$ cat src/uart_rx_status_pkg.sv
// shared constants and types of the receive status block
package uart_rx_status_pkg;
    localparam int unsigned CLK_HZ            = 20_000_000;
    localparam int unsigned BAUD_DEFAULT      = 115_200;
    localparam int unsigned OVERSAMPLE        = 16;
    localparam int unsigned FIFO_DEPTH        = 4;
    localparam int unsigned BAUD_DIV_DEFAULT  = CLK_HZ / (BAUD_DEFAULT * OVERSAMPLE);

    localparam logic [3:0] ADDR_STATUS_CONTROL = 4'h0;
    localparam logic [3:0] ADDR_RX_DATA        = 4'h1;
    localparam logic [3:0] ADDR_MODE           = 4'h2;
    localparam logic [3:0] ADDR_IRQ_STATUS     = 4'h3;
    localparam logic [3:0] ADDR_IRQ_MASK       = 4'h4;

    localparam int unsigned BIT_ADDR_DETECT   = 5;
    localparam int unsigned BIT_RX_IDLE       = 4;
    localparam int unsigned BIT_PARITY_ERR    = 3;
    localparam int unsigned BIT_FRAMING_ERR   = 2;
    localparam int unsigned BIT_OVERRUN       = 1;
    localparam int unsigned BIT_DATA_AVAIL    = 0;

    localparam int unsigned BIT_MODE_NINE     = 0;
    localparam int unsigned BIT_MODE_PAR_EN   = 1;
    localparam int unsigned BIT_MODE_PAR_ODD  = 2;

    localparam int unsigned IRQ_RX_CHAR       = 0;
    localparam int unsigned IRQ_OVERRUN       = 1;
    localparam int unsigned IRQ_ERROR         = 2;
    localparam int unsigned IRQ_BITS          = 3;

    localparam logic [15:0] STATUS_RESET      = 16'h0010;
    localparam logic [2:0]  MODE_RESET        = 3'h0;
    localparam logic [2:0]  MASK_RESET        = 3'h0;

    typedef enum logic [1:0]
    {
        RX_IDLE  = 2'b00,
        RX_START = 2'b01,
        RX_DATA  = 2'b11,
        RX_STOP  = 2'b10
    } rx_state_t;
endpackage

$ cat src/uart_rx_shifter.sv
// receive shift register: start, data, parity and stop sampling
`timescale 1ns/1ps
module uart_rx_shifter
    import uart_rx_status_pkg::*;
(
    input  wire logic       i_ref_clk,
    input  wire logic       i_rst,
    input  wire logic       i_tick,
    input  wire logic       i_flush,
    input  wire logic       i_rxd,
    input  wire logic       i_nine_bit,
    input  wire logic       i_parity_en,
    input  wire logic       i_parity_odd,
    output logic            o_busy,
    output logic            o_done,
    output logic [8:0]      o_data,
    output logic            o_parity_err,
    output logic            o_framing_err
);
    import uart_rx_status_pkg::*;

    rx_state_t   state_q;
    rx_state_t   state_d;
    logic [3:0]  phase_q;
    logic [3:0]  bit_q;
    logic [8:0]  shift_q;
    logic        par_q;
    logic        done_q;
    logic        par_err_q;
    logic        frm_err_q;

    wire mid_sample = i_tick && (phase_q == 4'h7);
    wire [3:0] data_bits = i_nine_bit ? 4'h9 : 4'h8;
    wire has_parity = i_parity_en && !i_nine_bit;
    wire [3:0] last_bit = has_parity ? data_bits : data_bits - 4'h1;

    always_comb
    begin
        state_d = state_q;
        case (state_q)
            RX_IDLE:  if (i_tick && !i_rxd) state_d = RX_START;
            RX_START: if (mid_sample) state_d = i_rxd ? RX_IDLE : RX_DATA;
            RX_DATA:  if (mid_sample && bit_q == last_bit) state_d = RX_STOP;
            RX_STOP:  if (mid_sample) state_d = RX_IDLE;
            default:  state_d = RX_IDLE;
        endcase
    end

    always_ff @(posedge i_ref_clk or posedge i_rst)
    begin
        if (i_rst)
        begin
            state_q <= RX_IDLE;
            phase_q <= 4'h0;
            bit_q   <= 4'h0;
            shift_q <= 9'h000;
            par_q   <= 1'b0;
            done_q  <= 1'b0;
            par_err_q <= 1'b0;
            frm_err_q <= 1'b0;
        end
        else if (i_flush)
        begin
            state_q <= RX_IDLE;
            phase_q <= 4'h0;
            bit_q   <= 4'h0;
            shift_q <= 9'h000;
            done_q  <= 1'b0;
        end
        else
        begin
            state_q <= state_d;
            done_q  <= 1'b0;
            if (state_q == RX_IDLE)
            begin
                phase_q <= 4'h0;
                bit_q   <= 4'h0;
                par_q   <= i_parity_odd;
            end
            else if (i_tick)
            begin
                phase_q <= (phase_q == 4'h7 && state_q == RX_START) ? 4'h8 : phase_q + 4'h1;
            end
            if (state_q == RX_DATA && mid_sample)
            begin
                bit_q <= bit_q + 4'h1;
                par_q <= par_q ^ i_rxd;
                if (bit_q < data_bits)
                begin
                    shift_q <= i_nine_bit ? {i_rxd, shift_q[8:1]} : {1'b0, i_rxd, shift_q[7:1]};
                end
            end
            if (state_q == RX_STOP && mid_sample)
            begin
                done_q <= 1'b1;
                frm_err_q <= !i_rxd;
                par_err_q <= has_parity && par_q;
            end
        end
    end

    assign o_busy        = state_q != RX_IDLE;
    assign o_done        = done_q;
    assign o_data        = shift_q;
    assign o_parity_err  = par_err_q;
    assign o_framing_err = frm_err_q;
endmodule

$ cat src/uart_rx_fifo.sv
// receive buffer with per-entry error bits, flip-flop storage
`timescale 1ns/1ps
module uart_rx_fifo
    import uart_rx_status_pkg::*;
#(
    parameter int unsigned WIDTH = 11,
    parameter int unsigned DEPTH = FIFO_DEPTH
)
(
    input  wire logic             i_ref_clk,
    input  wire logic             i_rst,
    input  wire logic             i_flush,
    input  wire logic             i_push,
    input  wire logic [WIDTH-1:0] i_data,
    input  wire logic             i_pop,
    output logic [WIDTH-1:0]      o_head,
    output logic                  o_empty,
    output logic                  o_full
);
    import uart_rx_status_pkg::*;

    localparam int unsigned AW = $clog2(DEPTH);

    logic [WIDTH-1:0] mem_q [DEPTH];
    logic [AW-1:0]    rd_q;
    logic [AW-1:0]    wr_q;
    logic [AW:0]      cnt_q;

    wire do_pop  = i_pop && !o_empty;
    wire do_push = i_push && !o_full;

    always_ff @(posedge i_ref_clk or posedge i_rst)
    begin
        if (i_rst)
        begin
            rd_q  <= '0;
            wr_q  <= '0;
            cnt_q <= '0;
        end
        else if (i_flush)
        begin
            rd_q  <= '0;
            wr_q  <= '0;
            cnt_q <= '0;
        end
        else
        begin
            if (do_push)
            begin
                wr_q <= (wr_q == AW'(DEPTH - 1)) ? '0 : wr_q + 1'b1;
            end
            if (do_pop)
            begin
                rd_q <= (rd_q == AW'(DEPTH - 1)) ? '0 : rd_q + 1'b1;
            end
            cnt_q <= cnt_q + (AW + 1)'(do_push) - (AW + 1)'(do_pop);
        end
    end

    generate
        for (genvar g = 0; g < DEPTH; g++)
        begin : g_entry
            always_ff @(posedge i_ref_clk or posedge i_rst)
            begin
                if (i_rst)
                    mem_q[g] <= '0;
                else if (do_push && wr_q == AW'(g))
                    mem_q[g] <= i_data;
            end
        end
    endgenerate

    assign o_head  = mem_q[rd_q];
    assign o_empty = cnt_q == '0;
    assign o_full  = cnt_q == (AW + 1)'(DEPTH);
endmodule

$ cat src/uart_receive_status_logic.sv
// receive status, error flags and register port of the serial receiver
// Behaviour
// - address characters: ninth bit set, nine-bit only
// - idle flag reads one when not receiving
// - parity flag describes character at buffer head
// - framing flag describes character at buffer head
// - overrun set on arrival into full buffer
// - clearing overrun empties buffer and shifter
// - data-available flag while buffer holds characters
`timescale 1ns/1ps
module uart_receive_status_logic
    import uart_rx_status_pkg::*;
#(
    parameter int unsigned BAUD_DIV = BAUD_DIV_DEFAULT,
    parameter int unsigned DEPTH    = FIFO_DEPTH
)
(
    input  wire logic        i_ref_clk,
    input  wire logic        i_rst,
    input  wire logic        i_rxd,
    input  wire logic [3:0]  i_addr,
    input  wire logic [15:0] i_wdata,
    input  wire logic        i_wr,
    input  wire logic        i_rd,
    output logic [15:0]      o_rdata,
    output logic             o_irq
);
    import uart_rx_status_pkg::*;

    localparam int unsigned DW = $clog2(BAUD_DIV + 1);

    logic        rxd_meta_q;
    logic        rxd_sync_q;
    logic [DW-1:0] div_q;
    logic        tick;
    logic        addr_en_q;
    logic        overrun_q;
    logic [2:0]  mode_q;
    logic [IRQ_BITS-1:0] irq_stat_q;
    logic [IRQ_BITS-1:0] irq_mask_q;
    logic [15:0] rdata_q;

    logic        busy;
    logic        done;
    logic [8:0]  rx_data;
    logic        rx_par_err;
    logic        rx_frame_err;
    logic [10:0] head;
    logic        empty;
    logic        full;

    // two-stage synchroniser on the line input
    always_ff @(posedge i_ref_clk or posedge i_rst)
    begin
        if (i_rst)
        begin
            rxd_meta_q <= 1'b1;
            rxd_sync_q <= 1'b1;
        end
        else
        begin
            rxd_meta_q <= i_rxd;
            rxd_sync_q <= rxd_meta_q;
        end
    end

    // oversampling tick divider
    always_ff @(posedge i_ref_clk or posedge i_rst)
    begin
        if (i_rst)
            div_q <= '0;
        else if (div_q == DW'(BAUD_DIV - 1))
            div_q <= '0;
        else
            div_q <= div_q + 1'b1;
    end
    assign tick = div_q == DW'(BAUD_DIV - 1);

    wire wr_status  = i_wr && i_addr == ADDR_STATUS_CONTROL;
    wire wr_mode    = i_wr && i_addr == ADDR_MODE;
    wire wr_irq_clr = i_wr && i_addr == ADDR_IRQ_STATUS;
    wire wr_mask    = i_wr && i_addr == ADDR_IRQ_MASK;
    wire rd_data    = i_rd && i_addr == ADDR_RX_DATA;

    wire nine_bit   = mode_q[BIT_MODE_NINE];
    // software clears overrun by writing zero while it is set
    wire flush      = wr_status && overrun_q && !i_wdata[BIT_OVERRUN];

    // with address detect in nine-bit mode only address characters are kept
    wire is_address = nine_bit && rx_data[8];
    wire accept     = !(addr_en_q && nine_bit) || is_address;
    wire arrive     = done && accept;
    wire push       = arrive && !full && !overrun_q;
    wire overrun_ev = arrive && (full || overrun_q);

    uart_rx_shifter uart_rx_shifter_i
    (
        .i_ref_clk     (i_ref_clk),
        .i_rst         (i_rst),
        .i_tick        (tick),
        .i_flush       (flush),
        .i_rxd         (rxd_sync_q),
        .i_nine_bit    (nine_bit),
        .i_parity_en   (mode_q[BIT_MODE_PAR_EN]),
        .i_parity_odd  (mode_q[BIT_MODE_PAR_ODD]),
        .o_busy        (busy),
        .o_done        (done),
        .o_data        (rx_data),
        .o_parity_err  (rx_par_err),
        .o_framing_err (rx_frame_err)
    );

    // entries carry their own error bits so flags track the head
    uart_rx_fifo #(.WIDTH(11), .DEPTH(DEPTH)) uart_rx_fifo_i
    (
        .i_ref_clk (i_ref_clk),
        .i_rst     (i_rst),
        .i_flush   (flush),
        .i_push    (push),
        .i_data    ({rx_par_err, rx_frame_err, rx_data}),
        .i_pop     (rd_data),
        .o_head    (head),
        .o_empty   (empty),
        .o_full    (full)
    );

    wire parity_error_flag  = !empty && head[10];
    wire framing_error_flag = !empty && head[9];
    wire idle_flag          = !busy;
    wire avail              = !empty;

    always_ff @(posedge i_ref_clk or posedge i_rst)
    begin
        if (i_rst)
            overrun_q <= STATUS_RESET[BIT_OVERRUN];
        else if (overrun_ev)
            overrun_q <= 1'b1;
        else if (flush)
            overrun_q <= 1'b0;
    end

    always_ff @(posedge i_ref_clk or posedge i_rst)
    begin
        if (i_rst)
        begin
            addr_en_q  <= STATUS_RESET[BIT_ADDR_DETECT];
            mode_q     <= MODE_RESET;
            irq_mask_q <= MASK_RESET;
        end
        else
        begin
            if (wr_status)
                addr_en_q <= i_wdata[BIT_ADDR_DETECT];
            if (wr_mode)
                mode_q <= i_wdata[2:0];
            if (wr_mask)
                irq_mask_q <= i_wdata[IRQ_BITS-1:0];
        end
    end

    wire [IRQ_BITS-1:0] irq_set;
    assign irq_set[IRQ_RX_CHAR] = push;
    assign irq_set[IRQ_OVERRUN] = overrun_ev;
    assign irq_set[IRQ_ERROR]   = push && (rx_par_err || rx_frame_err);

    // set wins over a write-one clear in the same cycle
    always_ff @(posedge i_ref_clk or posedge i_rst)
    begin
        if (i_rst)
            irq_stat_q <= '0;
        else
            irq_stat_q <= (irq_stat_q & ~(wr_irq_clr ? i_wdata[IRQ_BITS-1:0] : '0)) | irq_set;
    end
    assign o_irq = |(irq_stat_q & irq_mask_q);

    wire [15:0] status_word = {10'h000, addr_en_q, idle_flag, parity_error_flag, framing_error_flag, overrun_q, avail};
    wire [15:0] rd_mux =
        (i_addr == ADDR_STATUS_CONTROL) ? status_word :
        (i_addr == ADDR_RX_DATA)        ? {7'h00, head[8:0] & {9{avail}}} :
        (i_addr == ADDR_MODE)           ? {13'h0000, mode_q} :
        (i_addr == ADDR_IRQ_STATUS)     ? {13'h0000, irq_stat_q} :
        (i_addr == ADDR_IRQ_MASK)       ? {13'h0000, irq_mask_q} :
                                          16'h0000;

    always_ff @(posedge i_ref_clk or posedge i_rst)
    begin
        if (i_rst)
            rdata_q <= 16'h0000;
        else if (i_rd)
            rdata_q <= rd_mux;
        else
            rdata_q <= 16'h0000;
    end
    assign o_rdata = rdata_q;
endmodule

$ cat config.mk
export PLATFORM = sky130hd
export DESIGN_NAME = uart_receive_status_logic
export DESIGN_NICKNAME = d
export VERILOG_FILES = /design/src/uart_rx_status_pkg.sv /design/src/uart_rx_shifter.sv /design/src/uart_rx_fifo.sv /design/src/uart_receive_status_logic.sv
export SDC_FILE = /design/constraint.sdc
export NUM_CORES = 1
export LEC_CHECK = 0
export BUFFER_PORTS_ARGS = -buffer_cell sky130_fd_sc_hd__buf_2
export CAP_MARGIN = 20
export CORE_ASPECT_RATIO = 1.1
export CORE_MARGIN = 2
export CORE_UTILIZATION = 45
export DETAILED_ROUTE_END_ITERATION = 6
export MAX_ROUTING_LAYER = met4
export SLEW_MARGIN = 20
export SYNTH_ARGS = -nofsm -noshare
export SYNTH_HDL_FRONTEND = slang
export SYNTH_SLANG_ARGS = --single-unit
$ cat constraint.sdc
create_clock -name i_ref_clk -period 4.1 [get_ports i_ref_clk]
set_clock_uncertainty 0.05 [all_clocks]
set_input_delay 0.82 -clock i_ref_clk [delete_from_list [all_inputs] [get_ports i_ref_clk]]
set_output_delay 0.82 -clock i_ref_clk [all_outputs]
set_load 0.005 [all_outputs]
==> results.sh <==
export IMPL_postSynthCellCount=388
export IMPL_io_buffers=22
export IMPL_path_cells="buf_2 > nor3_1 > nand4_1 > buf_4 > inv_1 > ha_1 > inv_1 > ha_1 > inv_1 > fa_1 > xor2_1 > xnor2_1 > nor2_1"
export IMPL_yosysWarningCount=0
export IMPL_grt_pass1_wl_mm=15.7
export IMPL_path_clk_slew_ps=70
export IMPL_numClockSinks=100
export IMPL_peakVddDrop_uv=248
export IMPL_met2_length_mm=4.64
export IMPL_cts_setup_buffers=0
export IMPL_synth_edf_count=0
export IMPL_r2r_start="uart_rx_fifo_i.cnt_q[1]"
export IMPL_nNetsFinal=445
export IMPL_avgRoutedWirePerCell_um=16.8
export IMPL_via_per_inst=5.35
export IMPL_synth_top_area_share=0.519
export IMPL_synth_top_family_by_area="multiplexers"
export IMPL_ys_ff_latch=100
export IMPL_groute_usage_overall=0.185
export IMPL_powerDensity_nw_per_um2=459
export IMPL_grt_pass1_vias=3073
export IMPL_gr_total_overflow=0
export IMPL_dr_total_vias=2986
export IMPL_wl_mm=9.36
export IMPL_max_slew_margin=0.402
export IMPL_synth_compound_area_frac=0.0646
export IMPL_io_pins=42
export IMPL_pre_cts_ws_ps=1050
export IMPL_hold_viol=0
export IMPL_wl_met1_mm=4.36
export IMPL_slowest_stage="fa_1"
export IMPL_drt_pass1_iter_count=4
export IMPL_layout_common_cells="dfrtp_1, mux2_2, nand2_1, nor2_1, buf_2"
export IMPL_hp_class="flop to flop"
export IMPL_crit_top_cell="inv_1"
export IMPL_antenna_found_initial=0
export IMPL_max_stage_delay_ps=380
export IMPL_yosys_mux_area_fraction=0.211
export IMPL_place_area_um2=4960
export IMPL_reg2reg_slack_ps=1410
export IMPL_hp_start="rxd_meta_q"
export IMPL_fin_ws_ps=1390
export IMPL_period_share=0.660
export IMPL_max_freq_mhz=369
export IMPL_drv_slew=0
export IMPL_die_area_um2=11300
export IMPL_num_rows=39
export IMPL_outcome="finished clean"
export IMPL_avgSynthCellArea_um2=12.2
export IMPL_core_area_um2=10300
export IMPL_synth_adder_area_share=0.0281
export IMPL_yosysTopAreaCell="dfrtp_1"
export IMPL_worst_setup_path_type="primary input to flop"
export IMPL_stdcell_area_um2=5250
export IMPL_synth_main_ff_cell="dfrtp_1"
export IMPL_area_growth_pct=11.1
export IMPL_die_h_um=111
export IMPL_hpwl_mm=6.27
export IMPL_drc=0
export IMPL_first_iter_violations=66
export IMPL_final_layout_size_suffix_gt1_frac=0.284
export IMPL_grt_max_degree=74
export IMPL_start_util=0.459
export IMPL_cts_resized=0
export IMPL_diodes=0
export IMPL_r2r_end="uart_rx_fifo_i.cnt_q[2]"
export IMPL_worstHoldEndpoint="rxd_sync_q"
export IMPL_drv_cap=0
export IMPL_hold_depth=0
export IMPL_gp_congestion=0.780
export IMPL_p_leak_nw=2.58
export IMPL_synth_area_um2=4720
export IMPL_ys_seq_area_frac=0.530
export IMPL_reg2reg_depth=12
export IMPL_period_needed_ps=2710
export IMPL_top_layer_used="met4"
export IMPL_cts_buffer_depth=2
export IMPL_n_fill_cell=917
export IMPL_synth_xor_xnor_area_share=0.00742
export IMPL_cts_root_buf="clkbuf_16"
export IMPL_synthSimpleGateAreaFrac=0.114
export IMPL_worstPathArrival_ps=2860
export IMPL_ys_types=54
export IMPL_insertion_delay_ps=340
export IMPL_tns_ps=0
export IMPL_required_ps=4260
export IMPL_tightest_slew_ps=897
export IMPL_final_common_cell="dfrtp_1"
export IMPL_postCtsHoldBufs=0
export IMPL_rsz0062_at_grt="false"
export IMPL_ant_nets=0
export IMPL_wl_met3_um=208
export IMPL_crit_fanout=9
export IMPL_htree_levels=3
export IMPL_endpoint_kind="flop"
export IMPL_yosys_top_cells_area="dfrtp_1, mux2_2, mux4_2, mux2i_1, ha_1"
export IMPL_fp_dieW_um=102
export IMPL_numCtsBuffers=9
export IMPL_setup_viol=0
export IMPL_startpoint_type="primary input"
export IMPL_cts_tree="yes"
export IMPL_synthArstFlopShare=1.00
[logic make-up (layout without fill, tap and decap cells)]
family | Yosys count | count (layout)
xor+xnor | 4 | 4
mux | 79 | 79
compound gates | 43 | 43
buf+inv | 45 | 66
fa+ha+maj | 10 | 10
flops | 100 | 100
simple gates | 106 | 106
other cells | 1 | 7
[cell type report]
cell class,instances,area (um2),area share
sequential,100,2500,0.477
timing repair buffer,28,155,0.0296
inverter,22,85.1,0.0162
multi-input combinational,249,2040,0.388
tap,143,179,0.0341
clock inverter,7,63.8,0.0122
clock buffer,9,225,0.0429
[stage by stage]
stage           util  power, W  instances  hold WS, ps
5_1_grt        0.510   0.00255        558          317
2_1_floorplan      -   0.00150        394          295
3_3_place_gp   0.482   0.00159        542          300
3_5_place_dp   0.482   0.00161        542          303
6_report       0.510   0.00241        558          312
4_1_cts        0.510   0.00244        558          314
[flip-flops by register name, summed over array words and instances, names as in the netlist, 2 cells and up]
register                   count
uart_rx_shifter_i.state_q      2
o_rdata                        9
uart_rx_fifo_i.rd_q            2
irq_mask_q                     3
uart_rx_fifo_i.mem_q          44
irq_stat_q                     3
uart_rx_fifo_i.cnt_q           3
div_q                          4
uart_rx_shifter_i.phase_q      4
uart_rx_shifter_i.o_data       9
uart_rx_shifter_i.bit_q        4
mode_q                         3
uart_rx_fifo_i.wr_q            2
[layer usage]
metal  up-vias  track usage
li1       1413            -
met1      1523        0.246
met2        38        0.288
met3        12       0.0245
met4         0       0.0712
met5         -            -
[report_power, final]
group | internal [W] | leakage (nW) | switching (W)
Combinational | 0.000167 | 1.13 | 0.000153
Clock | 0.000427 | 0.143 | 0.000399
Sequential | 0.00109 | 1.31 | 0.000181
[Yosys cell counts, drive strengths merged (2+ instances only)]
master / count
nor2b: 7
a31oi: 2
nand3: 7
nor3: 8
dfrtp: 98
mux2: 56
mux4: 11
a21oi: 12
nand4b: 2
buf: 16
dfstp: 2
nand2b: 2
nand2: 30
o22ai: 2
o32ai: 2
and2: 2
and4b: 3
o21ai: 9
a21o: 2
nand4: 6
ha: 9
inv: 22
nand3b: 2
and3: 3
or3: 2
nor2: 25
xnor2: 2
clkbuf: 7
mux2i: 12
xor2: 2
or2: 2
[how the worst max path moves through the flow]
stage / from / endpoint / slack, ps / cells past startpoint
6_report: i_addr[1] / uart_rx_fifo_i.cnt_q[2] / 1390 / 13
3_3_place_gp: i_addr[1] / uart_rx_fifo_i.cnt_q[2] / 1090 / 13
5_1_grt: i_addr[1] / uart_rx_fifo_i.cnt_q[2] / 1220 / 13
4_1_cts: i_addr[1] / uart_rx_fifo_i.cnt_q[2] / 1390 / 13
3_5_place_dp: i_addr[1] / uart_rx_fifo_i.cnt_q[2] / 1050 / 13
2_1_floorplan: i_rst / addr_en_q / 610 / 1
[worst max-delay path, delay by kind of cell]
family | cells | cell delay [ps]
xor+xnor | 2 | 300
fa+ha+maj | 3 | 740
buf+inv | 5 | 530
simple gates | 3 | 490
Note: power is estimated with default switching activity, not from simulation.
